## src/hdl/ptmr_pkg.sv

```systemverilog
package ptmr_pkg;
	// ************************************
	// register byte addresses
	// ************************************
	localparam logic [5:0] ADDR_CTRL0 = 6'h00;
	localparam logic [5:0] ADDR_CTRL1 = 6'h04;
	localparam logic [5:0] ADDR_CNT_LO = 6'h08;
	localparam logic [5:0] ADDR_CNT_HI = 6'h0c;
	localparam logic [5:0] ADDR_MA_LO = 6'h10;
	localparam logic [5:0] ADDR_MA_HI = 6'h14;
	localparam logic [5:0] ADDR_MP_LO = 6'h18;
	localparam logic [5:0] ADDR_MP_HI = 6'h1c;
	localparam logic [5:0] ADDR_FLAGS = 6'h20;
	// ************************************
	// field positions
	// ************************************
	localparam int C0_HOLD = 7;
	localparam int C0_SRC_HI = 6;
	localparam int C0_SRC_LO = 4;
	localparam int C0_RUN = 3;
	localparam int C1_MODE_HI = 7;
	localparam int C1_MODE_LO = 6;
	localparam int C1_ACT_HI = 5;
	localparam int C1_ACT_LO = 4;
	localparam int C1_START = 3;
	localparam int C1_INV = 2;
	localparam int C1_CLR = 0;
	localparam logic [7:0] C0_MASK = 8'hf8;
	localparam logic [7:0] RST_BYTE = 8'h00;
	localparam logic [9:0] CNT_MAX = 10'h3ff;
	localparam logic [1:0] RESP_OKAY = 2'b00;
	localparam logic [1:0] RESP_SLVERR = 2'b10;
	// ************************************
	// mode and action codes
	// ************************************
	localparam logic [1:0] MODE_CMP = 2'b00;
	localparam logic [1:0] MODE_PWM = 2'b10;
	localparam logic [1:0] MODE_TMR = 2'b11;
	localparam logic [1:0] ACT_NONE = 2'b00;
	localparam logic [1:0] ACT_LOW = 2'b01;
	localparam logic [1:0] ACT_HIGH = 2'b10;
	localparam logic [1:0] ACT_TOGGLE = 2'b11;
	localparam logic [1:0] PACT_INACT = 2'b00;
	localparam logic [1:0] PACT_ACT = 2'b01;
	localparam logic [1:0] PACT_PWM = 2'b10;
	localparam logic [1:0] PACT_SINGLE = 2'b11;
	// ************************************
	// tick sources and divider counts
	// ************************************
	localparam logic [2:0] SRC_CORE_DIV4 = 3'b000;
	localparam logic [2:0] SRC_CORE = 3'b001;
	localparam logic [2:0] SRC_HIGH_DIV16 = 3'b010;
	localparam logic [2:0] SRC_HIGH_DIV64 = 3'b011;
	localparam logic [2:0] SRC_SUB_A = 3'b100;
	localparam logic [2:0] SRC_SUB_B = 3'b101;
	localparam logic [2:0] SRC_EXT_RISE = 3'b110;
	localparam logic [2:0] SRC_EXT_FALL = 3'b111;
	localparam logic [5:0] DIV4_LAST = 6'd3;
	localparam logic [5:0] DIV16_LAST = 6'd15;
	localparam logic [5:0] DIV64_LAST = 6'd63;
	localparam int CORE_CLK_HZ = 50000000;
	localparam int SUB_CLK_HZ = 32768;
	localparam int SUB_DIV = CORE_CLK_HZ / SUB_CLK_HZ;
	localparam logic [10:0] SUB_LAST = 11'(SUB_DIV - 1);
endpackage : ptmr_pkg

```

## src/hdl/ptmr_periodic_timer.sv

```systemverilog
// The register addresses and the AXI4-Lite slave port are this design's own decisions.
`timescale 1ns/1ps
module ptmr_periodic_timer
	import ptmr_pkg::*;
(
	// clock and reset
	input wire logic clk_i,
	input wire logic rst_n_i,
	// external tick pin
	input wire logic ext_tick_pin_i,
	// waveform pin
	output logic wave_out_pin_o,
	output logic wave_out_pin_oe_n_o,
	// axi4-lite write address
	input wire logic [31:0] s_axi_awaddr,
	input wire logic s_axi_awvalid,
	output logic s_axi_awready,
	// axi4-lite write data
	input wire logic [31:0] s_axi_wdata,
	input wire logic [3:0] s_axi_wstrb,
	input wire logic s_axi_wvalid,
	output logic s_axi_wready,
	// axi4-lite write response
	output logic [1:0] s_axi_bresp,
	output logic s_axi_bvalid,
	input wire logic s_axi_bready,
	// axi4-lite read
	input wire logic [31:0] s_axi_araddr,
	input wire logic s_axi_arvalid,
	output logic s_axi_arready,
	output logic [31:0] s_axi_rdata,
	output logic [1:0] s_axi_rresp,
	output logic s_axi_rvalid,
	input wire logic s_axi_rready
);
	// ************************************
	// registers
	// ************************************
	logic [7:0] timer_control_0;
	logic [7:0] timer_control_1;
	logic [9:0] match_a_value;
	logic [9:0] match_p_value;
	logic [9:0] count;
	logic match_a_flag;
	logic match_p_flag;
	logic pin_level;
	logic run_prev;
	logic [1:0] ext_sync;
	logic ext_prev;
	logic [5:0] div_cnt;
	logic [10:0] sub_cnt;
	logic aw_held;
	logic w_held;
	logic [31:0] aw_addr;
	logic [31:0] w_data;
	logic [3:0] w_strb;
	wire logic count_hold = timer_control_0[C0_HOLD];
	wire logic [2:0] tick_source_sel = timer_control_0[C0_SRC_HI:C0_SRC_LO];
	wire logic run_ctl = timer_control_0[C0_RUN];
	wire logic [1:0] op_mode_sel = timer_control_1[C1_MODE_HI:C1_MODE_LO];
	wire logic [1:0] pin_action_sel = timer_control_1[C1_ACT_HI:C1_ACT_LO];
	wire logic pin_start_level = timer_control_1[C1_START];
	wire logic pin_invert = timer_control_1[C1_INV];
	wire logic clear_source_sel = timer_control_1[C1_CLR];
	wire logic run_rise = run_ctl & ~run_prev;
	wire logic is_pwm = (op_mode_sel == MODE_PWM);
	wire logic is_cmp = (op_mode_sel == MODE_CMP);
	wire logic is_tmr = (op_mode_sel == MODE_TMR);
	// ************************************
	// tick generation
	// ************************************
	// pin passes two flops before the edge detector looks at it
	always_ff @(posedge clk_i) begin
		if (!rst_n_i) begin
			ext_sync <= 2'b00;
			ext_prev <= 1'b0;
		end else begin
			ext_sync <= {ext_sync[0], ext_tick_pin_i};
			ext_prev <= ext_sync[1];
		end
	end
	// div_cnt serves the /4, /16 and /64 rates, sub_cnt the sub clock rate; high clock taken as core clock
	always_ff @(posedge clk_i) begin
		if (!rst_n_i) begin
			div_cnt <= 6'd0;
			sub_cnt <= 11'd0;
		end else begin
			div_cnt <= div_cnt + 6'd1;
			sub_cnt <= (sub_cnt == SUB_LAST) ? 11'd0 : sub_cnt + 11'd1;
		end
	end
	logic tick;
	always_comb begin
		unique case (tick_source_sel)
			SRC_CORE_DIV4: tick = (div_cnt[1:0] == DIV4_LAST[1:0]);
			SRC_CORE: tick = 1'b1;
			SRC_HIGH_DIV16: tick = (div_cnt[3:0] == DIV16_LAST[3:0]);
			SRC_HIGH_DIV64: tick = (div_cnt == DIV64_LAST);
			SRC_SUB_A, SRC_SUB_B: tick = (sub_cnt == SUB_LAST);
			SRC_EXT_RISE: tick = ext_sync[1] & ~ext_prev;
			SRC_EXT_FALL: tick = ~ext_sync[1] & ext_prev;
		endcase
	end

	// ************************************
	// comparators and counter
	// ************************************
	wire logic step = run_ctl & ~count_hold & tick;
	wire logic hit_a = step & (count == match_a_value);
	wire logic hit_p = step & (count == ((match_p_value == 10'd0) ? CNT_MAX : match_p_value));
	wire logic hit_ovf = step & (count == CNT_MAX);
	logic clr_now;
	always_comb begin
		if (is_pwm) begin
			clr_now = hit_p;
		end else if (clear_source_sel) begin
			clr_now = hit_a & (match_a_value != 10'd0);
		end else begin
			clr_now = hit_p | (hit_ovf & (match_p_value == 10'd0));
		end
	end
	// single pulse: match A drops the run bit
	wire logic single_end = is_pwm & (pin_action_sel == PACT_SINGLE) & hit_a;

	always_ff @(posedge clk_i) begin
		if (!rst_n_i) begin
			count <= 10'd0;
		end else if (run_rise) begin
			count <= 10'd0;
		end else if (clr_now) begin
			count <= 10'd0;
		end else if (step) begin
			count <= count + 10'd1;
		end
	end

	always_ff @(posedge clk_i) begin
		if (!rst_n_i) begin
			run_prev <= 1'b0;
		end else begin
			run_prev <= run_ctl;
		end
	end

	// ************************************
	// event flags
	// ************************************
	// hit sets win over a software clear in the same cycle
	logic clr_fa;
	logic clr_fp;
	always_ff @(posedge clk_i) begin
		if (!rst_n_i) begin
			match_a_flag <= 1'b0;
			match_p_flag <= 1'b0;
		end else begin
			if (hit_a & ~(is_cmp | is_tmr) | hit_a & (match_a_value != 10'd0)) begin
				match_a_flag <= 1'b1;
			end else if (clr_fa) begin
				match_a_flag <= 1'b0;
			end
			if (hit_p & (is_pwm | ~clear_source_sel)) begin
				match_p_flag <= 1'b1;
			end else if (clr_fp) begin
				match_p_flag <= 1'b0;
			end
		end
	end

	// ************************************
	// waveform pin
	// ************************************
	always_ff @(posedge clk_i) begin
		if (!rst_n_i) begin
			pin_level <= 1'b0;
		end else if (run_rise) begin
			pin_level <= pin_start_level;
		end else if (is_cmp & hit_a & (match_a_value != 10'd0)) begin
			unique case (pin_action_sel)
				ACT_NONE: pin_level <= pin_level;
				ACT_LOW: pin_level <= 1'b0;
				ACT_HIGH: pin_level <= 1'b1;
				ACT_TOGGLE: pin_level <= ~pin_level;
			endcase
		end else if (is_pwm) begin
			unique case (pin_action_sel)
				PACT_INACT: pin_level <= ~pin_start_level;
				PACT_ACT: pin_level <= pin_start_level;
				PACT_PWM: begin
					if (hit_a) begin
						pin_level <= ~pin_start_level;
					end else if (hit_p | run_rise) begin
						pin_level <= pin_start_level;
					end
				end
				PACT_SINGLE: begin
					if (hit_a | ~run_ctl) begin
						pin_level <= ~pin_start_level;
					end
				end
			endcase
		end
	end

	always_ff @(posedge clk_i) begin
		if (!rst_n_i) begin
			wave_out_pin_o <= 1'b0;
			wave_out_pin_oe_n_o <= 1'b1;
		end else begin
			wave_out_pin_o <= pin_level ^ pin_invert;
			wave_out_pin_oe_n_o <= is_tmr | (op_mode_sel == 2'b01);
		end
	end

	// ************************************
	// axi4-lite write side
	// ************************************
	wire logic do_write = aw_held & w_held & ~s_axi_bvalid;
	wire logic [5:0] wa = aw_addr[5:0];
	wire logic wa_ok = (aw_addr[31:6] == 26'd0) & (aw_addr[5] == 1'b0 | aw_addr[4:0] == 5'h00);
	assign clr_fa = do_write & w_strb[0] & (aw_addr[31:6] == 26'd0) & (wa == ADDR_FLAGS) & w_data[0];
	assign clr_fp = do_write & w_strb[0] & (aw_addr[31:6] == 26'd0) & (wa == ADDR_FLAGS) & w_data[1];

	always_ff @(posedge clk_i) begin
		if (!rst_n_i) begin
			aw_held <= 1'b0;
			w_held <= 1'b0;
			aw_addr <= 32'h0000_0000;
			w_data <= 32'h0000_0000;
			w_strb <= 4'h0;
			s_axi_bvalid <= 1'b0;
			s_axi_bresp <= RESP_OKAY;
			s_axi_awready <= 1'b1;
			s_axi_wready <= 1'b1;
		end else begin
			if (s_axi_awvalid & s_axi_awready) begin
				aw_held <= 1'b1;
				aw_addr <= s_axi_awaddr;
				s_axi_awready <= 1'b0;
			end
			if (s_axi_wvalid & s_axi_wready) begin
				w_held <= 1'b1;
				w_data <= s_axi_wdata;
				w_strb <= s_axi_wstrb;
				s_axi_wready <= 1'b0;
			end
			if (do_write) begin
				aw_held <= 1'b0;
				w_held <= 1'b0;
				s_axi_bvalid <= 1'b1;
				s_axi_bresp <= wa_ok ? RESP_OKAY : RESP_SLVERR;
			end else if (s_axi_bvalid & s_axi_bready) begin
				s_axi_bvalid <= 1'b0;
				s_axi_awready <= 1'b1;
				s_axi_wready <= 1'b1;
			end
		end
	end

	always_ff @(posedge clk_i) begin
		if (!rst_n_i) begin
			timer_control_0 <= RST_BYTE;
			timer_control_1 <= RST_BYTE;
			match_a_value <= 10'd0;
			match_p_value <= 10'd0;
		end else begin
			if (single_end) begin
				timer_control_0[C0_RUN] <= 1'b0;
			end
			if (do_write & w_strb[0] & ~aw_addr[5] & (aw_addr[31:6] == 26'd0)) begin
				unique case (wa)
					ADDR_CTRL0: timer_control_0 <= w_data[7:0] & C0_MASK;
					ADDR_CTRL1: timer_control_1 <= w_data[7:0];
					ADDR_MA_LO: match_a_value[7:0] <= w_data[7:0];
					ADDR_MA_HI: match_a_value[9:8] <= w_data[1:0];
					ADDR_MP_LO: match_p_value[7:0] <= w_data[7:0];
					ADDR_MP_HI: match_p_value[9:8] <= w_data[1:0];
					default: ;
				endcase
			end
		end
	end

	// ************************************
	// axi4-lite read side
	// ************************************
	function automatic logic [7:0] ptmr_rd(input logic [5:0] a, input logic [7:0] c0, input logic [7:0] c1,
		input logic [9:0] cn, input logic [9:0] ma, input logic [9:0] mp, input logic [1:0] fl);
		case (a)
			ADDR_CTRL0: ptmr_rd = c0 & C0_MASK;
			ADDR_CTRL1: ptmr_rd = c1;
			ADDR_CNT_LO: ptmr_rd = cn[7:0];
			ADDR_CNT_HI: ptmr_rd = {6'd0, cn[9:8]};
			ADDR_MA_LO: ptmr_rd = ma[7:0];
			ADDR_MA_HI: ptmr_rd = {6'd0, ma[9:8]};
			ADDR_MP_LO: ptmr_rd = mp[7:0];
			ADDR_MP_HI: ptmr_rd = {6'd0, mp[9:8]};
			ADDR_FLAGS: ptmr_rd = {6'd0, fl};
			default: ptmr_rd = 8'h00;
		endcase
	endfunction : ptmr_rd

	wire logic ra_ok = (s_axi_araddr[31:6] == 26'd0) & (s_axi_araddr[5] == 1'b0 | s_axi_araddr[4:0] == 5'h00);
	always_ff @(posedge clk_i) begin
		if (!rst_n_i) begin
			s_axi_rvalid <= 1'b0;
			s_axi_rdata <= 32'h0000_0000;
			s_axi_rresp <= RESP_OKAY;
			s_axi_arready <= 1'b1;
		end else if (s_axi_arvalid & s_axi_arready) begin
			s_axi_rvalid <= 1'b1;
			s_axi_arready <= 1'b0;
			s_axi_rdata <= {24'h000000, ptmr_rd(s_axi_araddr[5:0], timer_control_0, timer_control_1, count,
				match_a_value, match_p_value, {match_p_flag, match_a_flag})};
			s_axi_rresp <= ra_ok ? RESP_OKAY : RESP_SLVERR;
		end else if (s_axi_rvalid & s_axi_rready) begin
			s_axi_rvalid <= 1'b0;
			s_axi_arready <= 1'b1;
		end
	end

	// ************************************
	// checks
	// ************************************
	run_clears_cnt_a: assert property (@(posedge clk_i) disable iff (!rst_n_i)
		run_rise |=> (count == 10'd0)) else $error("count not cleared on run start");
	hold_keeps_cnt_a: assert property (@(posedge clk_i) disable iff (!rst_n_i)
		(count_hold & run_prev & run_ctl & ~single_end) |=> $stable(count)) else $error("count moved while held");
	off_keeps_cnt_a: assert property (@(posedge clk_i) disable iff (!rst_n_i)
		(~run_ctl & ~run_prev) |=> $stable(count)) else $error("count moved while off");
	start_level_a: assert property (@(posedge clk_i) disable iff (!rst_n_i)
		(run_rise & ~is_tmr) |=> (pin_level == $past(pin_start_level))) else $error("pin not at start level");
	clr_a_a: assert property (@(posedge clk_i) disable iff (!rst_n_i)
		(hit_a & clear_source_sel & ~is_pwm & ~run_rise & (match_a_value != 10'd0)) |=> (count == 10'd0))
		else $error("match A did not clear");
	step_inc_a: assert property (@(posedge clk_i) disable iff (!rst_n_i)
		(step & ~clr_now & ~run_rise) |=> (count == $past(count) + 10'd1)) else $error("count did not step");
	timer_undriven_a: assert property (@(posedge clk_i) disable iff (!rst_n_i)
		is_tmr |=> wave_out_pin_oe_n_o) else $error("pin driven in timer mode");
	ctrl0_low_zero_a: assert property (@(posedge clk_i) disable iff (!rst_n_i)
		timer_control_0[2:0] == 3'b000) else $error("control 0 low bits set");
	toggle_cmp_a: assert property (@(posedge clk_i) disable iff (!rst_n_i)
		(is_cmp & hit_a & (match_a_value != 10'd0) & ~run_rise & (pin_action_sel == ACT_TOGGLE))
		|=> (pin_level != $past(pin_level))) else $error("toggle missed");
endmodule : ptmr_periodic_timer

```

## config.mk

```make
export PLATFORM = sky130hd
export DESIGN_NAME = ptmr_periodic_timer
export DESIGN_NICKNAME = d
export VERILOG_FILES = /design/src/hdl/ptmr_pkg.sv /design/src/hdl/ptmr_periodic_timer.sv
export SDC_FILE = /design/constraint.sdc
export NUM_CORES = 1
export LEC_CHECK = 0
export BUFFER_PORTS_ARGS = -buffer_cell sky130_fd_sc_hd__buf_2
export CORE_AREA = 5 5 137 107
export CTS_CLUSTER_SIZE = 12
export DETAILED_ROUTE_END_ITERATION = 12
export DIE_AREA = 0 0 142 112
export GPL_ROUTABILITY_DRIVEN = 0
export HOLD_SLACK_MARGIN = 0.03
export PLACE_DENSITY = 0.76
export SYNTH_ARGS = -nofsm -noshare
export SYNTH_HDL_FRONTEND = slang
export SYNTH_SLANG_ARGS = --single-unit
```

## constraint.sdc

```tcl
create_clock -name clk_i -period 2.3 [get_ports clk_i]
set_input_delay 0 -clock clk_i [delete_from_list [all_inputs] [get_ports clk_i]]
set_output_delay 0 -clock clk_i [all_outputs]
set_load 0.005 [all_outputs]
```

---- Word-level counts from Yosys, hierarchy flattened ----
Index checks and enable logic that the tools add are counted.
storage, ports and cells
  logic and storage cells ................. 187
  input bits .............................. 108
  bits in registers ....................... 129
  output and inout port bits .............. 43
cells by class
  equality and inequality tests ........... 37
  reductions and logical operators ........ 27
  bitwise logic cells ..................... 55
  multiplexer cells ....................... 34
  add/sub/neg operators ................... 3
operators by type and width
  kind                                                                    count
  8-bit one-hot mux with 9 select lines                                   1
  26-bit logical NOT                                                      2
  6-bit by 5-bit equality test with 1-bit output (second input constant)  8
  1-bit bitwise AND                                                       32
  1-bit two-way mux                                                       25
  10-bit equality test                                                    2
  6-bit equality test (second input constant)                             3
  1-bit inverter                                                          13
  3-bit equality test (second input constant)                             4
  6-bit by 3-bit equality test with 1-bit output (second input constant)  2
  6-bit by 4-bit equality test with 1-bit output (second input constant)  2
  6-bit logical NOT                                                       2
  2-bit AND reduction                                                     6
  11-bit by 1-bit adder with 11-bit output (second input constant)        1
  11-bit equality test (second input constant)                            1
  10-bit by 1-bit adder with 10-bit output (second input constant)        1
  10-bit equality test (second input constant)                            1
  2-bit equality test (second input constant)                             5
  10-bit logical NOT                                                      1
  5-bit logical NOT                                                       2
  10-bit two-way mux                                                      1
  10-bit nonzero test                                                     1
  1-bit bitwise OR                                                        9
  4-bit two-way mux                                                       2
  other kinds (20)                                                        29

---- Longest topological paths before layout ----
Gate-level depths: netlist of the first run.
  word-level depth ........................ 12
  gate-level depth with buffers ........... 9
  mapped depth without buffers ............ 9

---- Least setup slack after synthesis of the first run ----
Ideal clock, no wire load.
  path kind ............................... register to register
  from .................................... reg div_cnt[0]
  to ...................................... reg count[0]
  stages on the path, launching flop included .. 9
  required time ........................... 2184 ps
  setup time .............................. 116 ps
  path slack .............................. 11 ps
  buffers on the path ..................... 0
  period minus slack after synthesis ...... 2289 ps
  arrival ................................. 2173 ps
  cells stage by stage .................... dfxtp_1 ha_1 nand3_2 a211o_1 a32oi_2 nand2_4 or4_4 nand3_4 nor2_2
on the way
  longest elaborated chain between the ends .. 9
  elaborated cells on any way between the ends .. 14
  classes of those cells .................. 3 x eq/ne; 3 x mux; 7 x bitwise; 1 x reduce/logical
ends and longest elaborated chain
  element                                      RTL line                    RTL
  from (decl)                                  ptmr_periodic_timer.sv:50   logic [5:0] div_cnt;
  from (signal assigned)                       ptmr_periodic_timer.sv:88   div_cnt <= div_cnt + 6'd1;
  6-bit equality test (tied with other cells)  ptmr_periodic_timer.sv:98   SRC_HIGH_DIV64: tick = (div_cnt == DIV64_LAST);
  1-bit one-hot mux with 7 select lines (*)    ptmr_periodic_timer.sv:94   unique case (tick_source_sel)
  1-bit bitwise AND (*)                        ptmr_periodic_timer.sv:108  wire logic step = run_ctl & ~count_hold & tick;
  1-bit bitwise AND                            ptmr_periodic_timer.sv:111  wire logic hit_ovf = step & (count == CNT_MAX);
  1-bit bitwise AND                            ptmr_periodic_timer.sv:119  clr_now = hit_p | (hit_ovf & (match_p_value == 10'd0));
  1-bit bitwise OR                             ptmr_periodic_timer.sv:119
  1-bit two-way mux                            ptmr_periodic_timer.sv:116  end else if (clear_source_sel) begin
  1-bit two-way mux                            ptmr_periodic_timer.sv:114  if (is_pwm) begin
  3-bit OR reduction (no line)                 n/a
  to (signal assigned)                         ptmr_periodic_timer.sv:133  count <= count + 10'd1;
  to (decl)                                    ptmr_periodic_timer.sv:43   logic [9:0] count;
Every way passes the cells marked *; elsewhere a longest branch is shown, timed or not.
A chain may end at the register's enable or synchronous reset.

---- Worst setup path in the final report of the first run ----
  from .................................... reg div_cnt[0]
  to ...................................... reg count[9]
The elaborated chain is that of the path after synthesis.

==> metrics.csv, run 1 <==
metric,value,unit
wire per inst,15.4,um
Achievable Freq,452,MHz
path type of the worst min-delay path,input pin to register,
first-pass GRT wire length,27500,um
CTS tree,built,
Die Width,142,um
Total Nets Final,1043,
final period utilization,96.2,%
Final Hold Viols,0,
mean area per synthesized cell,8.51,um^2
Avg Vias per Cell,5.21,
Initial Utilization,47.6,%
status,completed,
Syn-to-layout area delta,33.0,%
relative slew slack,62.1,%
Pwr Total,5.67,mW
Die Y,112,um
part of the Yosys area used for sequential elements,40.3,%
Clock H-tree levels,4,
CTS Buffer Depth,2,
"Clk Latency, worst-skew pair",410,ps
"Slowest-stage cell, CP",or4_4,
CP cell instances,ha_2 > nand3_2 > a211o_1 > a32oi_2 > buf_6 > nand2_4 > or4_4 > nand3_4 > nor2_2,
family with the most delay on the worst path,simple AND/OR/NAND/NOR gates,
Place WS,15.9,ps
Worst EP required,2600,ps
clk sinks,127,
ratio of cells with drive above 1 in the final layout,21.5,%
element type at the critical path start,register,
Setup WS post-layout,86.6,ps
ys flop type,dfxtp_1,
final cell count without fillers,1111,
synthesis-stage register bit count,127,
Worst EP arrival,2510,ps
1st-iter DRT viols,511,
Synth warnings,0,
die area,15900,um^2
initial antenna violation count,0,
Tmin final,2210,ps
total track usage,21.2,%
Final ANT Viol Nets,0,
setup_tns,0,ps
DPL Wire Length,11500,um
critical path class,register to register,
Pwr Density,676,nW/um^2
Total Wirelength,17200,um
Leak,3.43,nW
Root Driver,clkbuf_16,
clock-pin slew on the worst setup and hold paths,60,ps
total of max-cap violations,0,
CP Max Fanout,8,
Async SR Flop Fraction,0,%
# port buffers,97,
residual DRC count,0,
io pins,151,
Post-Syn Area,6310,um^2
Fin Clk Skew,8.59,ps
Placed Cells,1019,
via count,5791,
Num CTS Buffers,17,
First-pass DRT Iterations,5,
number of distinct library cells after synthesis,55,
fillcell total,1074,
number of synthesized flops with an enable pin,0,
largest net degree at the start of global routing,36,
Worst setup EP type,register,
Worst Path Buf+Inv,1,
final setup fails,0,
peak supply drop,0.000526,V
total gr overflow,0,
crit-path max cell delay,540,ps
synthesized netlist cell count,741,
core box area,13200,um^2
row count,37,
vias in the first global route,5571,
worst slew pin tran,563,ps
Ant. Diodes,0,
final slew viol count,0,
==> path summary, 6_finish.rpt <==
check | start | endpoint | slack [ps] | cells past startpoint
max | div_cnt[0] | count[9] | 90 | 9
min | rst_n_i | wave_out_pin_oe_n_o | 90 | 3
max reg2reg | div_cnt[0] | count[9] | 90 | 9
min reg2reg | div_cnt[0] | div_cnt[0] | 420 | 1
==> registers in the layout, summed over array words and instances (netlist names), 2 cells and up <==
signal	flops
ext_sync	2
timer_control_1	8
match_a_value	10
div_cnt	6
sub_cnt	11
match_p_value	10
timer_control_0	5
s_axi_rdata	8
count	10
w_data	8
aw_addr	32
==> layout make-up <==
class                           count  area (um^2)  area share [%]
Inverter                           15         56.3           0.671
Tap cell                          175          219            2.61
Sequential cell                   127         2540            30.3
Timing Repair Buffer              199         1420            16.9
Clock inverter                     13          198            2.36
Clock buffer                       19          443            5.28
Multi-Input combinational cell    563         3510            41.9
==> synth_stat cells (7+ instances only) <==
master / n / area [um^2]
a21boi_0: 52 / 390
a21oi_1: 19 / 95.1
a31oi_1: 12 / 75.1
a32oi_1: 7 / 61.3
and2_1: 13 / 81.3
and3_1: 10 / 62.6
buf_1: 7 / 26.3
buf_4: 26 / 195
clkbuf_1: 27 / 101
dfxtp_1: 127 / 2540
ha_1: 12 / 150
inv_1: 15 / 56.3
mux2i_1: 29 / 290
nand2_1: 139 / 522
nand3_1: 18 / 90.1
nand4_1: 8 / 50.1
nor2_1: 41 / 154
nor2_2: 7 / 43.8
nor2b_1: 37 / 231
nor3_1: 9 / 45.0
nor4_1: 19 / 119
o21ai_0: 7 / 35.0
xnor2_1: 28 / 245
xor2_1: 10 / 87.6
==> power by group <==
part	internal, mW	switching, mW
combinational	0.222	0.211
clock	1.87	1.05
sequential	2.27	0.0555
==> placed cells by master, fill, tap and decap left out, types with 17 or more instances in the layout <==
master / count
nand2_1: 139
dfxtp_1: 126
buf_2: 97
dlygate4sd3_1: 59
a21boi_0: 52
nor2_1: 41
buf_4: 41
nor2b_1: 37
mux2i_1: 29
xnor2_1: 28
conb_1: 26
a21oi_1: 19
nand3_1: 18
clkbuf_16: 17
==> layer usage <==
metal | vias to the layer above | routed length (um) | global-route usage [%]
met5 | - | 0 | 0
met4 | 0 | 191 | 4.60
met3 | 23 | 1250 | 4.38
met2 | 209 | 8330 | 35.9
met1 | 2701 | 7380 | 28.0
li1 | 2858 | - | -
==> kinds of logic (layout without fill, tap and decap cells) <==
kind of cell             after synthesis  count (layout)  synth area share, %
flip-flops                           127             127                 40.3
AO/OA/AOI/OAI                        121             121                 13.7
AND/OR/NAND/NOR                      335             335                 26.9
buffers and inverters                 76             246                 6.09
XOR/XNOR                              38              38                 5.28
other                                  1              26               0.0595
multiplexers                          31              31                 5.32
adder cells (fa/ha/maj)               12              12                 2.38
==> per-stage QoR <==
stage                     hold slack (ps)  area (um^2)  utilization [%]
after CTS                            71.5         8340             63.0
after detailed placement              215         7100             53.7
final                                86.5         8390             63.4
after global placement                213         7100             53.7
after floorplan                       100         6400                -
after global routing                 99.3         8390             63.4
==> worst register-to-register path, stage by stage, from the launching register on <==
cell and delay (ps):
dfxtp_2 340, ha_2 180, nand3_2 80, a211o_1 280
a32oi_2 220, buf_6 170, nand2_4 50, or4_4 540
nand3_4 170, nor2_2 60
==> repair_timing <==
action	4_1_cts	5_1_grt
buffers inserted	0	1
hold endpoints to repair	48	0
hold buffers	59	0
resized for setup	1	8
pin swaps	0	4
setup endpoints to repair	8	28
Note: power is estimated with default switching activity, not from simulation.
==> run 2, diff against run 1 <==
--- a/config.mk
+++ b/config.mk
@@ -11,8 +11,9 @@
 export DETAILED_ROUTE_END_ITERATION = 12
 export DIE_AREA = 0 0 142 112
 export GPL_ROUTABILITY_DRIVEN = 0
+export GPL_TIMING_DRIVEN = 0
 export HOLD_SLACK_MARGIN = 0.03
-export PLACE_DENSITY = 0.76
+export PLACE_DENSITY_LB_ADDON = 0.15
 export SYNTH_ARGS = -nofsm -noshare
 export SYNTH_HDL_FRONTEND = slang
 export SYNTH_SLANG_ARGS = --single-unit
==> metrics.csv, run 2 (same netlist as run 1, synthesis figures left out) <==
metric,value,unit,change
status,completed,,
final period utilization,96.4,%,+0.11 points
die area,15900,um^2,unchanged
clk sinks,127,,unchanged
Total Wirelength,18000,um,+5.0%
Syn-to-layout area delta,35.5,%,
"Clk Latency, worst-skew pair",420,ps,about the same
Reg with most FFs,aw_addr,,
First-pass DRT Iterations,6,,+1
io pins,151,,unchanged
via count,5916,,+2.2%
final cell count without fillers,1132,,+1.9%
Worst Path Buf+Inv,0,,-1
initial antenna violation count,0,,unchanged
Die Y,112,um,unchanged
total gr overflow,0,,unchanged
Avg Vias per Cell,5.23,,+0.26%
fillcell total,1091,,+1.6%
element type at the critical path start,register,,
wire per inst,15.9,um,+3.0%
Worst EP arrival,2520,ps,about the same
max reg flops,32,,unchanged
ratio of cells with drive above 1 in the final layout,23.6,%,+2.2 points
Worst setup EP type,register,,
path type of the worst min-delay path,input pin to register,,
CP Max Fanout,8,,unchanged
Leak,3.45,nW,+0.75%
core box area,13200,um^2,unchanged
critical path class,register to register,,
largest net degree at the start of global routing,17,,-53%
residual DRC count,0,,unchanged
Final Core Density,64.5,%,+1.2 points
final slew viol count,0,,unchanged
RSZ-0062 raised after global routing,yes,,
clock-pin slew on the worst setup and hold paths,60,ps,about the same
1st-iter DRT viols,415,,-19%
Placed Cells,1036,,+1.7%
Tmin final,2220,ps,+2.64 ps
Pwr Density,639,nW/um^2,-5.6%
DPL Wire Length,12700,um,+10%
relative slew slack,55.5,%,-6.6 points
final setup fails,0,,unchanged
CTS Buffer Depth,2,,unchanged
total track usage,22.8,%,+1.6 points
Worst EP required,2610,ps,about the same
Pwr Total,5.46,mW,-3.8%
worst slew pin tran,662,ps,+99.0 ps
total of max-cap violations,0,,unchanged
Clock H-tree levels,4,,unchanged
Final ANT Viol Nets,0,,unchanged
row count,37,,unchanged
first-pass GRT wire length,29000,um,+5.6%
family with the most delay on the worst path,simple AND/OR/NAND/NOR gates,,
Final Hold Viols,0,,unchanged
peak supply drop,0.000537,V,+2.2%
Total Nets Final,1063,,+1.9%
Num CTS Buffers,17,,unchanged
Largest regs,"aw_addr x32, sub_cnt x11",,
"commonest non-fill, non-tap cell in the layout",nand2_1,,
"Slowest-stage cell, CP",or3_4,,
Achievable Freq,451,MHz,-0.12%
# port buffers,95,,-2.1%
crit-path max cell delay,440,ps,-100 ps
vias in the first global route,5915,,+6.2%
Die Width,142,um,unchanged
CP cell instances,ha_4 > nand3_2 > a211o_1 > a32oi_4 > nand4_1 > or3_4 > nand3_4 > nor2_2,,
most frequent cells in the layout,"nand2_1 (139), dfxtp_1 (113), buf_2 (96), dlygate4sd3_1 (56), a21boi_0 (52)",,
Fin Clk Skew,8.78,ps,+0.192 ps
Root Driver,clkbuf_16,,
CTS tree,built,,
Initial Utilization,47.6,%,unchanged
[run 2: repair_timing]
| item | CTS | global route |
|---|---|---|
| endpoints found under the hold margin | 48 | 0 |
| resized for setup | 17 | 32 |
| hold buffers | 56 | 0 |
| buffers inserted | 5 | 9 |
| pin swaps | 6 | 14 |
| endpoints found under the setup margin | 31 | 40 |
[run 2: final cells by class]
| cell class | count | area, um^2 | share of cell area, % |
|---|---|---|---|
| multi-input combinational | 563 | 3660 | 42.8 |
| sequential | 127 | 2560 | 30.0 |
| timing repair buffer | 165 | 1160 | 13.6 |
| clock buffer | 19 | 443 | 5.18 |
| buffer | 54 | 304 | 3.56 |
| tap | 175 | 219 | 2.56 |
| clock inverter | 13 | 139 | 1.63 |
| inverter | 15 | 56.3 | 0.659 |
| antenna | 1 | 2.50 | 0.0293 |
[run 2: worst register-to-register path, cell delays in order (launching register included)]
cell and delay, ps:
dfxtp_2 360, ha_4 150, nand3_2 80, a211o_1 310
a32oi_4 280, nand4_1 250, or3_4 440, nand3_4 190
nor2_2 60
[run 2: worst paths after layout]
| check | to | cells after the start | slack (ps) | start |
|---|---|---|---|---|
| worst max register to register | count[3] | 8 | 80 | div_cnt[0] |
| worst min-delay path | s_axi_rdata[1] | 5 | 170 | s_axi_araddr[4] |
| worst min register to register | ext_sync[1] | 1 | 430 | ext_sync[0] |
| worst max-delay path | count[3] | 8 | 80 | div_cnt[0] |
[run 2: metal layers]
metal / vias to the layer above / part of all wire (%) / global-route usage [%]
met4: 0 / 1.7 / 7.99
li1: 2903 / - / -
met2: 191 / 47 / 36.0
met5: - / 0 / 0
met3: 28 / 7.6 / 7.26
met1: 2794 / 44 / 29.4
[run 2: report_power, final]
| group | leakage, nW | switching, mW | internal (mW) |
|---|---|---|---|
| combinational | 2.13 | 0.231 | 0.255 |
| sequential | 1.04 | 0.0606 | 2.27 |
| clock | 0.283 | 1.02 | 1.63 |
[run 2: metrics by stage]
stage                     setup WS (ps)  hold slack, ps  cell area (um^2)  setup TNS (ps)
after floorplan                    10.6             100              6400               0
final                              83.9             171              8540               0
after detailed placement           -424             225              7090           -5720
after global placement             -293             210              7090           -4110
after global routing              -18.5             164              8540           -18.5
after CTS                          6.11             137              8380               0
